<file path="src/include/scur_map.svh">
// register offsets, field positions, reset values and counts of the serial channel
`ifndef SCUR_MAP_SVH
`define SCUR_MAP_SVH

`define SCUR_ADDR_MODE      8'h00
`define SCUR_ADDR_CTRL0     8'h04
`define SCUR_ADDR_CTRL1     8'h08
`define SCUR_ADDR_TXBUF     8'h0C
`define SCUR_ADDR_RXBUF     8'h10
`define SCUR_ADDR_SMC4      8'h14
`define SCUR_ADDR_INT_STAT  8'h18
`define SCUR_ADDR_INT_CLR   8'h1C
`define SCUR_ADDR_INT_EN    8'h20
`define SCUR_ADDR_SMC3      8'h24
`define SCUR_ADDR_BAUD      8'h28

`define SCUR_MODE_OFF       3'h0
`define SCUR_MODE_SYNC      3'h1
`define SCUR_MODE_I2C       3'h2
`define SCUR_MODE_UART      3'h4
`define SCUR_MODE_SIM       3'h5

`define SCUR_C0_POL         0
`define SCUR_C0_CTS_SEL     1
`define SCUR_C0_RTS_SEL     2
`define SCUR_C0_CLK_INT     3
`define SCUR_C1_TE          0
`define SCUR_C1_TI          1
`define SCUR_C1_RE          2
`define SCUR_C1_RI          3
`define SCUR_C1_IRS         4
`define SCUR_C1_ERE         5
`define SCUR_RX_OER         12
`define SCUR_S4_STA         0
`define SCUR_S4_RSTA        1
`define SCUR_S4_STP         2
`define SCUR_S4_STSP        3
`define SCUR_INT_RX         0
`define SCUR_INT_TX         1
`define SCUR_S3_CLOCK_OPEN_DRAIN        0

`define SCUR_BAUD_RST       8'h04
`define SCUR_LAST_BIT       3'h7
`define SCUR_SYNC_BITS      3

`endif

</file>
<file path="src/include/scur_pkg.sv">
// types of the serial channel
package scur_pkg;
	typedef enum logic [1:0] {
		ST_IDLE  = 2'b01,
		ST_SHIFT = 2'b10
	} scur_state_t;
endpackage : scur_pkg

</file>
<file path="src/hdl/scur_sync.sv">
// two-flop synchronisers for the pin inputs of the serial channel
`timescale 1ns/100ps
`include "scur_map.svh"
module scur_sync (
	input  wire logic                        CLK_IN,
	input  wire logic                        RESET_IN,
	input  wire logic [`SCUR_SYNC_BITS-1:0]  ASYNC_IN,
	output logic      [`SCUR_SYNC_BITS-1:0]  SYNC_OUT
);
	logic [`SCUR_SYNC_BITS-1:0] meta_reg;

	genvar i;
	generate
		for (i = 0; i < `SCUR_SYNC_BITS; i++) begin : g_bit
			// inputs idle high so reset to one avoids a false edge after release
			always_ff @(posedge CLK_IN) begin
				if (RESET_IN) begin
					meta_reg[i] <= 1'b1;
					SYNC_OUT[i] <= 1'b1;
				end else begin
					meta_reg[i] <= ASYNC_IN[i];
					SYNC_OUT[i] <= meta_reg[i];
				end
			end
		end
	endgenerate
endmodule : scur_sync

</file>
<file path="src/hdl/scur_top.sv">
// multi-mode serial channel: shift engine, register port, flow control and interrupt
`timescale 1ns/100ps
`include "scur_map.svh"
module scur_top (
	input  wire logic        CLK_IN,
	input  wire logic        RESET_IN,
	input  wire logic [7:0]  REG_ADDR_IN,
	input  wire logic [31:0] REG_WDATA_IN,
	input  wire logic        REG_WRITE_IN,
	input  wire logic        REG_READ_IN,
	output logic      [31:0] REG_RDATA_OUT,
	input  wire logic        SERIAL_CLOCK_IN,
	output logic             SERIAL_CLOCK_OUT,
	output logic             SERIAL_CLOCK_OE_OUT,
	input  wire logic        SERIAL_DATA_IN,
	output logic             SERIAL_DATA_OUT,
	input  wire logic        CLEAR_TO_SEND_N_IN,
	output logic             REQUEST_TO_SEND_N_OUT,
	output logic             INTERRUPT_OUT
);
	scur_pkg::scur_state_t state_reg;
	scur_pkg::scur_state_t state_next;

	logic [2:0] serial_mode_select_reg;
	logic [3:0] ctrl0_reg;
	logic       transmit_enable_reg;
	logic       rx_enable_reg;
	logic       tx_interrupt_source_select_reg;
	logic       error_signal_output_enable_reg;
	logic       tx_buffer_empty_flag_reg;
	logic       rx_full_flag_reg;
	logic       overrun_flag_reg;
	logic [7:0] transmit_buffer_reg;
	logic [7:0] receive_buffer_reg;
	logic [3:0] smc4_reg;
	logic       clock_open_drain_reg;
	logic [7:0] baud_reg;
	logic [1:0] int_stat_reg;
	logic [1:0] int_en_reg;
	logic [7:0] div_cnt_reg;
	logic       sclk_int_reg;
	logic       sclk_prev_reg;
	logic [7:0] tx_shift_reg;
	logic [7:0] rx_shift_reg;
	logic [2:0] bit_cnt_reg;
	logic       sdo_reg;
	logic       rts_n_reg;
	logic       sim_arm_reg;
	logic [31:0] rdata_next;

	logic [2:0] pins_sync;
	logic       sclk_sync;
	logic       rxd_sync;
	logic       cts_n_sync;

	scur_sync u_sync (
		.CLK_IN   (CLK_IN),
		.RESET_IN (RESET_IN),
		.ASYNC_IN ({CLEAR_TO_SEND_N_IN, SERIAL_DATA_IN, SERIAL_CLOCK_IN}),
		.SYNC_OUT (pins_sync)
	);
	assign sclk_sync  = pins_sync[0];
	assign rxd_sync   = pins_sync[1];
	assign cts_n_sync = pins_sync[2];

	// control decode
	wire pol        = ctrl0_reg[`SCUR_C0_POL];
	wire cts_sel    = ctrl0_reg[`SCUR_C0_CTS_SEL];
	wire rts_sel    = ctrl0_reg[`SCUR_C0_RTS_SEL];
	wire clk_int    = ctrl0_reg[`SCUR_C0_CLK_INT];
	wire chan_on    = serial_mode_select_reg != `SCUR_MODE_OFF;
	wire idle_level = ~pol;
	wire tick       = div_cnt_reg == 8'h00;

	// register port decode
	wire wr_mode  = REG_WRITE_IN && REG_ADDR_IN == `SCUR_ADDR_MODE;
	wire wr_c0    = REG_WRITE_IN && REG_ADDR_IN == `SCUR_ADDR_CTRL0;
	wire wr_c1    = REG_WRITE_IN && REG_ADDR_IN == `SCUR_ADDR_CTRL1;
	wire wr_txbuf = REG_WRITE_IN && REG_ADDR_IN == `SCUR_ADDR_TXBUF;
	wire wr_s4    = REG_WRITE_IN && REG_ADDR_IN == `SCUR_ADDR_SMC4;
	wire wr_clr   = REG_WRITE_IN && REG_ADDR_IN == `SCUR_ADDR_INT_CLR;
	wire wr_en    = REG_WRITE_IN && REG_ADDR_IN == `SCUR_ADDR_INT_EN;
	wire wr_s3    = REG_WRITE_IN && REG_ADDR_IN == `SCUR_ADDR_SMC3;
	wire wr_baud  = REG_WRITE_IN && REG_ADDR_IN == `SCUR_ADDR_BAUD;
	wire rd_rxbuf = REG_READ_IN && REG_ADDR_IN == `SCUR_ADDR_RXBUF;

	// clock edges: internal ones come from the divider, external ones from the synchronised pin
	wire int_edge   = state_reg == scur_pkg::ST_SHIFT && clk_int && tick;
	wire ext_rise   = !clk_int && sclk_sync && !sclk_prev_reg;
	wire ext_fall   = !clk_int && !sclk_sync && sclk_prev_reg;
	wire int_rise   = int_edge && !sclk_int_reg;
	wire int_fall   = int_edge && sclk_int_reg;
	wire edge_rise  = state_reg == scur_pkg::ST_SHIFT && (int_rise || ext_rise);
	wire edge_fall  = state_reg == scur_pkg::ST_SHIFT && (int_fall || ext_fall);
	wire shift_edge = pol ? edge_rise : edge_fall;
	wire samp_edge  = pol ? edge_fall : edge_rise;

	// start: buffer full, transmit on, CTS low if used; external clock must rest at idle
	wire cts_ok   = !cts_sel || !cts_n_sync;
	wire clk_idle = clk_int || sclk_sync == idle_level;
	wire go       = chan_on && transmit_enable_reg && !tx_buffer_empty_flag_reg && cts_ok && clk_idle;
	wire load     = state_reg == scur_pkg::ST_IDLE && go;
	wire done     = samp_edge && bit_cnt_reg == `SCUR_LAST_BIT;
	wire rx_done  = done && rx_enable_reg;
	wire overrun  = rx_done && rx_full_flag_reg;

	// interrupt events
	wire tx_event  = tx_interrupt_source_select_reg ? done : load;
	wire sim_arm   = serial_mode_select_reg == `SCUR_MODE_SIM
		&& tx_interrupt_source_select_reg && error_signal_output_enable_reg;
	wire sim_event = sim_arm && !sim_arm_reg;
	wire [1:0] int_set = {tx_event || sim_event, rx_done && !rx_full_flag_reg};
	wire [1:0] int_clr = wr_clr ? REG_WDATA_IN[1:0] : 2'h0;

	// condition generation in I2C mode, only while the condition output select is set
	wire cond_go = serial_mode_select_reg == `SCUR_MODE_I2C && smc4_reg[`SCUR_S4_STSP]
		&& state_reg == scur_pkg::ST_IDLE && tick && smc4_reg[2:0] != 3'h0;

	always_comb begin
		state_next = state_reg;
		case (state_reg)
			scur_pkg::ST_IDLE:  if (load) state_next = scur_pkg::ST_SHIFT;
			scur_pkg::ST_SHIFT: if (done || !chan_on) state_next = scur_pkg::ST_IDLE;
			default:            state_next = scur_pkg::ST_IDLE;
		endcase
	end

	always_ff @(posedge CLK_IN) begin
		if (RESET_IN) begin
			state_reg <= scur_pkg::ST_IDLE;
		end else begin
			state_reg <= state_next;
		end
	end

	// divider free-runs so that I2C conditions also get a half-period timebase
	always_ff @(posedge CLK_IN) begin
		if (RESET_IN) begin
			div_cnt_reg  <= `SCUR_BAUD_RST;
			sclk_int_reg <= 1'b1;
			sclk_prev_reg <= 1'b1;
		end else begin
			div_cnt_reg   <= tick || load ? baud_reg : div_cnt_reg - 8'h01;
			sclk_prev_reg <= sclk_sync;
			if (state_reg == scur_pkg::ST_IDLE)
				sclk_int_reg <= idle_level;
			else if (int_edge)
				sclk_int_reg <= ~sclk_int_reg;
		end
	end

	// shift engine: the transmit byte goes out even when only receiving
	always_ff @(posedge CLK_IN) begin
		if (RESET_IN) begin
			tx_shift_reg <= 8'h00;
			rx_shift_reg <= 8'h00;
			bit_cnt_reg  <= 3'h0;
			sdo_reg      <= 1'b1;
		end else if (load) begin
			tx_shift_reg <= transmit_buffer_reg;
			bit_cnt_reg  <= 3'h0;
		end else if (shift_edge) begin
			sdo_reg      <= tx_shift_reg[0];
			tx_shift_reg <= {1'b1, tx_shift_reg[7:1]};
		end else if (samp_edge) begin
			rx_shift_reg <= {rxd_sync, rx_shift_reg[7:1]};
			bit_cnt_reg  <= bit_cnt_reg + 3'h1;
		end else if (cond_go) begin
			sdo_reg      <= smc4_reg[`SCUR_S4_STP] && !smc4_reg[`SCUR_S4_STA] && !smc4_reg[`SCUR_S4_RSTA];
		end
	end

	// request-to-send: low while ready, high during a receive, inactive on internal clock
	always_ff @(posedge CLK_IN) begin
		if (RESET_IN) begin
			rts_n_reg <= 1'b1;
		end else begin
			rts_n_reg <= clk_int || !rts_sel || !rx_enable_reg || state_next == scur_pkg::ST_SHIFT;
		end
	end

	// buffer flags: receive flags set by hardware win over a same-cycle read; a buffer write wins over load
	always_ff @(posedge CLK_IN) begin
		if (RESET_IN) begin
			tx_buffer_empty_flag_reg <= 1'b1;
			transmit_buffer_reg      <= 8'h00;
			rx_full_flag_reg         <= 1'b0;
			overrun_flag_reg         <= 1'b0;
			receive_buffer_reg       <= 8'h00;
		end else begin
			if (wr_txbuf)
				transmit_buffer_reg <= REG_WDATA_IN[7:0];
			tx_buffer_empty_flag_reg <= !wr_txbuf && (load || tx_buffer_empty_flag_reg);
			if (rx_done)
				receive_buffer_reg <= {rxd_sync, rx_shift_reg[7:1]};
			rx_full_flag_reg <= rx_done || (rx_full_flag_reg && !rd_rxbuf);
			overrun_flag_reg <= overrun || (overrun_flag_reg && !rd_rxbuf);
		end
	end

	// control registers
	always_ff @(posedge CLK_IN) begin
		if (RESET_IN) begin
			serial_mode_select_reg         <= `SCUR_MODE_OFF;
			ctrl0_reg                      <= 4'h0;
			transmit_enable_reg            <= 1'b0;
			rx_enable_reg                  <= 1'b0;
			tx_interrupt_source_select_reg <= 1'b0;
			error_signal_output_enable_reg <= 1'b0;
			clock_open_drain_reg           <= 1'b0;
			baud_reg                       <= `SCUR_BAUD_RST;
			int_en_reg                     <= 2'h0;
			sim_arm_reg                    <= 1'b0;
		end else begin
			sim_arm_reg <= sim_arm;
			if (wr_mode) serial_mode_select_reg <= REG_WDATA_IN[2:0];
			if (wr_c0)   ctrl0_reg <= REG_WDATA_IN[3:0];
			if (wr_c1) begin
				transmit_enable_reg            <= REG_WDATA_IN[`SCUR_C1_TE];
				rx_enable_reg                  <= REG_WDATA_IN[`SCUR_C1_RE];
				tx_interrupt_source_select_reg <= REG_WDATA_IN[`SCUR_C1_IRS];
				error_signal_output_enable_reg <= REG_WDATA_IN[`SCUR_C1_ERE];
			end
			if (wr_s3)   clock_open_drain_reg <= REG_WDATA_IN[`SCUR_S3_CLOCK_OPEN_DRAIN];
			if (wr_baud) baud_reg <= REG_WDATA_IN[7:0];
			if (wr_en)   int_en_reg <= REG_WDATA_IN[1:0];
		end
	end

	// condition requests clear themselves once the condition is on the data line
	always_ff @(posedge CLK_IN) begin
		if (RESET_IN) begin
			smc4_reg <= 4'h0;
		end else if (wr_s4) begin
			smc4_reg <= REG_WDATA_IN[3:0];
		end else if (cond_go) begin
			smc4_reg <= {smc4_reg[`SCUR_S4_STSP], 3'h0};
		end
	end

	always_ff @(posedge CLK_IN) begin
		if (RESET_IN) begin
			int_stat_reg <= 2'h0;
		end else begin
			int_stat_reg <= (int_stat_reg & ~int_clr) | int_set;
		end
	end

	// read mux; unmapped and write-only offsets read zero
	always_comb begin
		rdata_next = 32'h0000_0000;
		case (REG_ADDR_IN)
			`SCUR_ADDR_MODE:     rdata_next[2:0] = serial_mode_select_reg;
			`SCUR_ADDR_CTRL0:    rdata_next[3:0] = ctrl0_reg;
			`SCUR_ADDR_CTRL1:    rdata_next[5:0] = {error_signal_output_enable_reg, tx_interrupt_source_select_reg,
				rx_full_flag_reg, rx_enable_reg, tx_buffer_empty_flag_reg, transmit_enable_reg};
			`SCUR_ADDR_TXBUF:    rdata_next[7:0] = transmit_buffer_reg;
			`SCUR_ADDR_RXBUF:    rdata_next = {19'h0, overrun_flag_reg, 4'h0, receive_buffer_reg};
			`SCUR_ADDR_SMC4:     rdata_next[3:0] = smc4_reg;
			`SCUR_ADDR_INT_STAT: rdata_next[1:0] = int_stat_reg;
			`SCUR_ADDR_INT_EN:   rdata_next[1:0] = int_en_reg;
			`SCUR_ADDR_SMC3:     rdata_next[0] = clock_open_drain_reg;
			`SCUR_ADDR_BAUD:     rdata_next[7:0] = baud_reg;
			default:             rdata_next = 32'h0000_0000;
		endcase
	end

	always_ff @(posedge CLK_IN) begin
		if (RESET_IN) begin
			REG_RDATA_OUT <= 32'h0000_0000;
		end else begin
			REG_RDATA_OUT <= REG_READ_IN ? rdata_next : 32'h0000_0000;
		end
	end

	// open-drain clock only pulls low; push-pull drives while the internal clock is in use
	assign SERIAL_CLOCK_OUT      = clock_open_drain_reg ? 1'b0 : sclk_int_reg;
	assign SERIAL_CLOCK_OE_OUT   = chan_on && clk_int && (!clock_open_drain_reg || !sclk_int_reg);
	assign SERIAL_DATA_OUT       = sdo_reg;
	assign REQUEST_TO_SEND_N_OUT = rts_n_reg;
	assign INTERRUPT_OUT         = |(int_stat_reg & int_en_reg);

	chk_rts_internal: assert property (@(posedge CLK_IN) disable iff (RESET_IN)
		clk_int && $past(clk_int) |-> REQUEST_TO_SEND_N_OUT) else $error("rts active on internal clock");
	chk_rts_busy: assert property (@(posedge CLK_IN) disable iff (RESET_IN)
		!clk_int && rts_sel && rx_enable_reg && load ##1 !clk_int |-> REQUEST_TO_SEND_N_OUT)
		else $error("rts low during receive");
	chk_start_gate: assert property (@(posedge CLK_IN) disable iff (RESET_IN)
		state_reg == scur_pkg::ST_IDLE ##1 state_reg == scur_pkg::ST_SHIFT
		|-> $past(transmit_enable_reg) && !$past(tx_buffer_empty_flag_reg) && $past(cts_ok) && $past(clk_idle))
		else $error("transfer started without its conditions");
	chk_edge_order: assert property (@(posedge CLK_IN) disable iff (RESET_IN)
		$changed(sdo_reg) && state_reg == scur_pkg::ST_SHIFT |-> $past(pol ? edge_rise : edge_fall))
		else $error("data changed on the sampling edge");
	chk_int_clock_start: assert property (@(posedge CLK_IN) disable iff (RESET_IN)
		state_reg == scur_pkg::ST_IDLE && clk_int && go |=> state_reg == scur_pkg::ST_SHIFT ##[1:300] $changed(sclk_int_reg))
		else $error("internal shift clock did not start");
	chk_clock_quiet: assert property (@(posedge CLK_IN) disable iff (RESET_IN)
		state_reg == scur_pkg::ST_IDLE [*2] |-> sclk_int_reg == $past(idle_level))
		else $error("shift clock without transfer");
	chk_overrun_set: assert property (@(posedge CLK_IN) disable iff (RESET_IN)
		rx_done && rx_full_flag_reg |=> overrun_flag_reg && rx_full_flag_reg) else $error("overrun not flagged");
	chk_overrun_quiet: assert property (@(posedge CLK_IN) disable iff (RESET_IN)
		overrun && !int_clr[0] |=> int_stat_reg[0] == $past(int_stat_reg[0])) else $error("overrun touched rx pending");
	chk_rx_arrive: assert property (@(posedge CLK_IN) disable iff (RESET_IN)
		rx_done && !rx_full_flag_reg |=> rx_full_flag_reg && int_stat_reg[0]) else $error("received byte not flagged");
	chk_sim_request: assert property (@(posedge CLK_IN) disable iff (RESET_IN)
		sim_arm && !$past(sim_arm) |=> int_stat_reg[1]) else $error("smart-card tx request missing");
	chk_rx_needs_tx: assert property (@(posedge CLK_IN) disable iff (RESET_IN)
		$rose(rx_full_flag_reg) |-> $past(rx_enable_reg) && $past(state_reg) == scur_pkg::ST_SHIFT)
		else $error("reception outside a transfer");
endmodule : scur_top

</file>
<file path="config.mk">
export PLATFORM = sky130hd
export DESIGN_NAME = scur_top
export DESIGN_NICKNAME = d
export VERILOG_FILES = /design/src/include/scur_pkg.sv /design/src/hdl/scur_sync.sv /design/src/hdl/scur_top.sv
export VERILOG_INCLUDE_DIRS = /design/src /design/src/include
export SDC_FILE = /design/constraint.sdc
export NUM_CORES = 1
export LEC_CHECK = 0
export ABC_AREA = 1
export BUFFER_PORTS_ARGS = -buffer_cell sky130_fd_sc_hd__buf_2
export CAP_MARGIN = 20
export CORE_ASPECT_RATIO = 1.75
export CORE_MARGIN = 2
export CORE_UTILIZATION = 35
export CTS_CLUSTER_SIZE = 30
export DETAILED_ROUTE_END_ITERATION = 8
export GPL_TIMING_DRIVEN = 0
export PLACE_DENSITY = 0.62
export REMOVE_ABC_BUFFERS = 1
export SLEW_MARGIN = 20
export SYNTH_ARGS = -nofsm -noshare
export SYNTH_HDL_FRONTEND = slang
export SYNTH_SLANG_ARGS = --single-unit
</file>
<file path="constraint.sdc">
create_clock -name CLK_IN -period 2.2 [get_ports CLK_IN]
set_clock_uncertainty 0.1 [all_clocks]
set_input_delay 0.33 -clock CLK_IN [delete_from_list [all_inputs] [get_ports CLK_IN]]
set_output_delay 0.33 -clock CLK_IN [all_outputs]
set_load 0.1 [all_outputs]
</file>
### Word level (Yosys, flattened, before mapping)

Index checks and enable logic that the tools add are counted.

| storage, ports and cells | value |
|---|---|
| output and inout port bits | 37 |
| word-level logic and storage cells | 178 |
| input port bits | 47 |
| RAM bits | 0 |
| bits in registers | 119 |
| latch bits | 0 |
| memories kept | 0 |
| bits in read-only memories | 0 |

| operators by class | value |
|---|---|
| reduce and logical (&&, ||, !) cells | 89 |
| multipliers | 0 |
| order comparisons | 0 |
| div/mod/pow operators | 0 |
| add/subtract/negate cells | 2 |
| bitwise logic cells | 10 |
| muxes and demuxes | 24 |
| equal/unequal tests | 18 |
| shifts and indexed selects | 0 |

Operators with widths:

| kind | count |
|---|---|
| 1-bit logical AND | 43 |
| 8-bit by 5-bit equality test with 1-bit output, second input constant | 4 |
| 8-bit by 6-bit equality test with 1-bit output, second input constant | 3 |
| 8-bit two-way mux | 3 |
| 1-bit logical NOT | 17 |
| 8-bit by 4-bit equality test with 1-bit output, second input constant | 2 |
| 8-bit logical NOT | 2 |
| 1-bit logical OR | 14 |
| 1-bit one-hot mux with 10 select lines | 1 |
| 1-bit two-way mux | 9 |
| 1-bit one-hot mux with 9 select lines | 1 |
| 8-bit by 3-bit equality test with 1-bit output, second input constant | 1 |
| 2-bit one-hot mux with 4 select lines | 1 |
| 2-bit nonzero test | 4 |
| 8-bit by 1-bit subtractor with 8-bit output, second input constant | 1 |
| 1-bit one-hot mux with 7 select lines | 1 |
| 3-bit equality test, second input constant | 2 |
| 2-bit two-way mux | 3 |
| 1-bit inverter | 6 |
| 1-bit one-hot mux with 6 select lines | 1 |
| 2-bit one-hot mux with 3 select lines | 1 |
| 3-bit AND reduction | 2 |
| 3-bit nonzero test | 2 |
| 2-bit OR reduction | 3 |
| 14 further kinds | 16 |

### Depth between registers and ports, before layout

| depth | value |
|---|---|
| depth after elaboration | 13 |
| mapped depth | 13 |
| mapped depth without buffers | 13 |

### Cells and area by module

Synthesis repeated with hierarchy kept, for this count alone.

| second synthesis, totals | value |
|---|---|
| cells, all modules | 583 |
| area, all modules | 4365.4 um2 |

By module, submodules not included:

| module | area an instance (um2) | times used | cells each | sequential area each (um2) |
|---|---|---|---|---|
| scur_top | 4196.5 | 1 | 564 | 1781.7 |
| scur_sync | 168.9 | 1 | 19 | 120.1 |

### Worst setup path before layout

OpenSTA, ideal clock, no wires.

| timing | value |
|---|---|
| kind | register to output |
| start point | register serial_mode_select_reg[0] |
| end point | output port SERIAL_CLOCK_OE_OUT |
| arrival | 2028 ps |
| setup slack | -258 ps |
| data required time | 1770 ps |
| buffers on the path | 0 |
| cell stages (with the launch flop) | 5 |
| cell sequence | dfxtp_1 -> inv_1 -> nand3_1 -> nand2_1 -> a21oi_1 |

| between the ends | value |
|---|---|
| word-level cells in the longest chain between the ends | 3 |

Ends and longest elaborated chain:

| item | RTL line | RTL |
|---|---|---|
| from (decl) | scur_top.sv:24 | `logic [2:0] serial_mode_select_reg;` |
| from (signal assigned) | scur_top.sv:204 | `` serial_mode_select_reg <= `SCUR_MODE_OFF; `` |
| from (signal assigned) | scur_top.sv:216 | `if (wr_mode) serial_mode_select_reg <= REG_WDATA_IN[2:0];` |
| 3-bit nonzero test (no source line) | n/a |  |
| 1-bit logical AND (2 in a row) | scur_top.sv:278 | `assign SERIAL_CLOCK_OE_OUT = chan_on && clk_int && (!clock_open_drain_reg \|\| !sclk_int_reg);` |
| to (decl) | scur_top.sv:14 | `output logic SERIAL_CLOCK_OE_OUT,` |

No other way between the ends.

### Worst setup path after layout

| timing | value |
|---|---|
| start point | register div_cnt_reg[0] |
| end point | register receive_buffer_reg[0] |

| between the ends | value |
|---|---|
| word-level cells in the longest chain between the ends | 8 |
| elaborated cells between the ends (all ways) | 11 |
| classes of those cells | 1 x mux; 10 x reduce/logical |

Ends and longest elaborated chain:

| item | RTL line | RTL |
|---|---|---|
| from (decl) | scur_top.sv:40 | `logic [7:0] div_cnt_reg;` |
| from (signal assigned) | scur_top.sv:139 | `` div_cnt_reg <= `SCUR_BAUD_RST; `` |
| from (signal assigned) | scur_top.sv:143 | `div_cnt_reg <= tick \|\| load ? baud_reg : div_cnt_reg - 8'h01;` |
| 8-bit logical NOT * | scur_top.sv:73 | `wire tick = div_cnt_reg == 8'h00;` |
| 1-bit logical AND * | scur_top.sv:88 | `wire int_edge = state_reg == scur_pkg::ST_SHIFT && clk_int && tick;` |
| 1-bit logical AND, on equally long branches | scur_top.sv:91, scur_top.sv:92 |  |
| 1-bit logical OR, on equally long branches | scur_top.sv:93, scur_top.sv:94 |  |
| 1-bit logical AND, on equally long branches | scur_top.sv:93, scur_top.sv:94 |  |
| 1-bit two-way mux * | scur_top.sv:96 | `wire samp_edge = pol ? edge_fall : edge_rise;` |
| 1-bit logical AND (no source line) * | n/a |  |
| 1-bit logical AND * | scur_top.sv:104 | `wire rx_done = done && rx_enable_reg;` |
| to (signal assigned) | scur_top.sv:195 | `receive_buffer_reg <= {rxd_sync, rx_shift_reg[7:1]};` |
| to (decl) | scur_top.sv:34 | `logic [7:0] receive_buffer_reg;` |

Mark *: on every way between the ends. The rest lies on a longest branch, timed or not.
A chain may end at the register's enable or synchronous reset.

==> impl_metrics.toml <==
[routing]
drtIter0Drc = 211
vias_per_cell = 5.11
drc = 0
ant_nets = 0
routed_wl_um = 12300
dr.pass1.iters = 5
detail_route.wl_per_cell_um = 15.8
vias = 3993

[yosys]
yosys.area.top_type = "dfxtp_1"
synth.top_cell.area_share_pct = 43.9
synth-main-ff-cell = "dfxtp_1"
ys_warn_count = 0
syn_inst = 575
yosys.cell_count.top_type = "dfxtp_1"
syn-cell-area_sq_um = 4340
synth.distinct_cells = 43
synth-edff-count = 0
syn_area_per_cell_sq_um = 7.54
synthTopCellsByArea = "dfxtp_1, a21oi_1, inv_1"
synth_commonest_cells = "dfxtp_1, inv_1, a21oi_1, nand2_1, nor2_1"
async_flop_share_pct = 0
synth_seq_area_share_pct = 43.9
synth.ff_latch_count = 95

[worst_setup_path]
crit_path_start_kind = "flip-flop"
critPathMaxStageDelay_ns = 0.32
endpoint_kind = "flip-flop"
required_ns = 2.34
critPathSlowestCell = "dfxtp_1"
path_cells = "inv_2 -> ha_4 -> nand2_2 -> nor2_4 -> nand3_2 -> nand2_1 -> nand3_2 -> nand2_4 -> nand3_4 -> o21ai_2 -> a21oi_1"
cp.arrival_ns = 2.22
crit_top_cell = "nand3_2"
cp_num_buf_inv = 1
critical_path_peak_fanout = 8
critPathTopFamily = "simple AND/OR/NAND/NOR gates"
worst-setup-path-type = "flip-flop to flip-flop"

[die]
core_sq_um = 12100
pin_count = 84
dieArea_sq_um = 13300
dieHeight_um = 151
die_x_um = 88.1
rows = 53
initial_core_util_pct = 35.9

[finish]
post-route-cell-area_sq_um = 4940
register_area_sq_um = 1900
largest-register = "REG_RDATA_OUT"
nFillCells = 1306
antennaDiodeCount = 0
fin_nets = 665
multi_input_area_sq_um = 2040
area_growth_pct = 13.8
layout-drive-gt1-share_pct = 14.6
largest_register_ffs = 9

[clock_network]
insertion_delay_ns = 0.35
cts-buffers-inserted = 9
cts_tree = "yes"
cts.sinks = 95
cts.root.buffer_cell = "clkbuf_16"
hold_buffers = 0
clkTransAtPathRegs_ns = 0.07
cts-htree-levels = 3
cts_buffer_depth = 2

[grt]
grt_max_degree = 49
grt_antenna_before_repair = 0
overflow = 0
grt_usage_pct = 19.1
grt_pass1_vias = 3825
grt_pass1_wl_um = 19100

[timing]
slew_viol_final = 0
fin_crit_sh_pct = 94.8
fin_ws_ns = 0.115
max_slew.worst_pin.slew_ns = 0.833
max_freq_mhz = 480
period_needed_ns = 2.08
hold_viol = 0
max-slew-margin-rel_pct = 44.5
grt_setup_unrepaired = "no"
final-setup-viol-count = 0

[placed_design]
port_buffers = 36
gp_congestion = 0.914
hpwl_um = 9080
placed_cell_area_sq_um = 4550
pre_cts_ws_ns = -0.384

[worst_hold_path]
hp-class = "input pin to flip-flop"

[status]
run_status = "finished clean"

[pwr]
powerDensity_nw_per_um2 = 788
power_mw = 3.89
ir_worst_vdd_v = 0.000428
p_leak_nw = 1.96

[job]
maxCapViolations = 0
[report_power, final]
part | internal (mW) | switching (mW) | leakage (nW)
combinational | 0.177 | 0.456 | 1.06
sequential | 1.79 | 0.0465 | 0.769
clock | 0.755 | 0.671 | 0.128
[per-layer routing]
metal | vias up | part of all wire (%) | GRT usage, % | wire length [um]
met2 | 130 | 51 | 33.4 | 6330
met1 | 1859 | 37 | 19.0 | 4520
met3 | 53 | 3.9 | 3.27 | 476
li1 | 1951 | - | - | -
met5 | - | 0 | 0 | 0
met4 | 0 | 7.9 | 16.3 | 970
[repair_timing]
action,4_1_cts,5_1_grt
setup buffers,4,2
endpoints found under the setup margin,23,32
resized for setup,5,12
pin swaps,2,3
gates cloned,1,1
endpoints found under the hold margin,0,0
[path summary, 6_finish.rpt]
check	from	endpoint	slack, ns	cells after the start
worst max-delay path	div_cnt_reg[0]$_SDFF_PP0_	receive_buffer_reg[0]$_SDFFE_PP0N_	0.12	11
worst min-delay path	CLEAR_TO_SEND_N_IN	u_sync.meta_reg[2]$_SDFF_PP1_	0.06	2
worst max register to register	div_cnt_reg[0]$_SDFF_PP0_	receive_buffer_reg[0]$_SDFFE_PP0N_	0.12	11
worst min register to register	u_sync.meta_reg[1]$_SDFF_PP1_	u_sync.SYNC_OUT[1]$_SDFF_PP1_	0.31	1
[per-stage QoR]
stage	setup TNS [ns]	hold WS, ns	std cells	utilization, %
after floorplan	-0.258	0.289	558	-
after global placement	-9.37	0.295	759	37.7
after detailed placement	-3.74	0.294	759	37.7
after CTS	0	0.0569	778	40.4
after global routing	0	0.0638	781	40.9
final	0	0.0566	781	40.9
[layout make-up]
type / instances / share of cell area [%]
Inverter: 74 / 5.73
Sequential cell: 95 / 38.5
Timing Repair Buffer: 42 / 4.87
Multi-Input combinational cell: 391 / 41.4
Clock inverter: 5 / 0.710
Tap cell: 165 / 4.18
Clock buffer: 9 / 4.56
[placed cells by master, fill, tap and decap left out, types with 2 or more instances in the layout]
cell       synthesis  routed
dfxtp_1           95      95
a21oi_1           69      69
inv_1             71      68
nand2_1           62      62
nor2_1            61      60
o21ai_0           53      51
nand3_1           38      36
buf_2              3      35
conb_1             1      23
a211oi_1          12      12
o22ai_1           11      11
clkbuf_16          0       9
nor3_1             8       8
nor2_2             5       6
or2_2              6       6
buf_4             26       5
nand3_2            2       4
inv_2              2       3
nand2_2            3       3
nand4_1            3       3
xnor2_1            3       3
a31oi_1            3       3
ha_1               5       3
nor2_4             2       2
nand3_4            1       2
inv_4              0       2
o211ai_1           2       2
a221oi_1           2       2
xor2_1             2       2
clkinv_2           0       2
[kinds of logic (layout without fill, tap and decap cells)]
kind of cell | count (synthesis) | count (layout) | share of synthesized area [%]
other cells | 1 | 23 | 0.0865
buf+inv | 113 | 130 | 12.3
compound gates | 159 | 159 | 20.5
simple gates | 197 | 199 | 20.8
xor+xnor | 5 | 5 | 1.01
fa+ha+maj | 5 | 5 | 1.44
flops | 95 | 95 | 43.9
(Power assumes the default switching activity.)
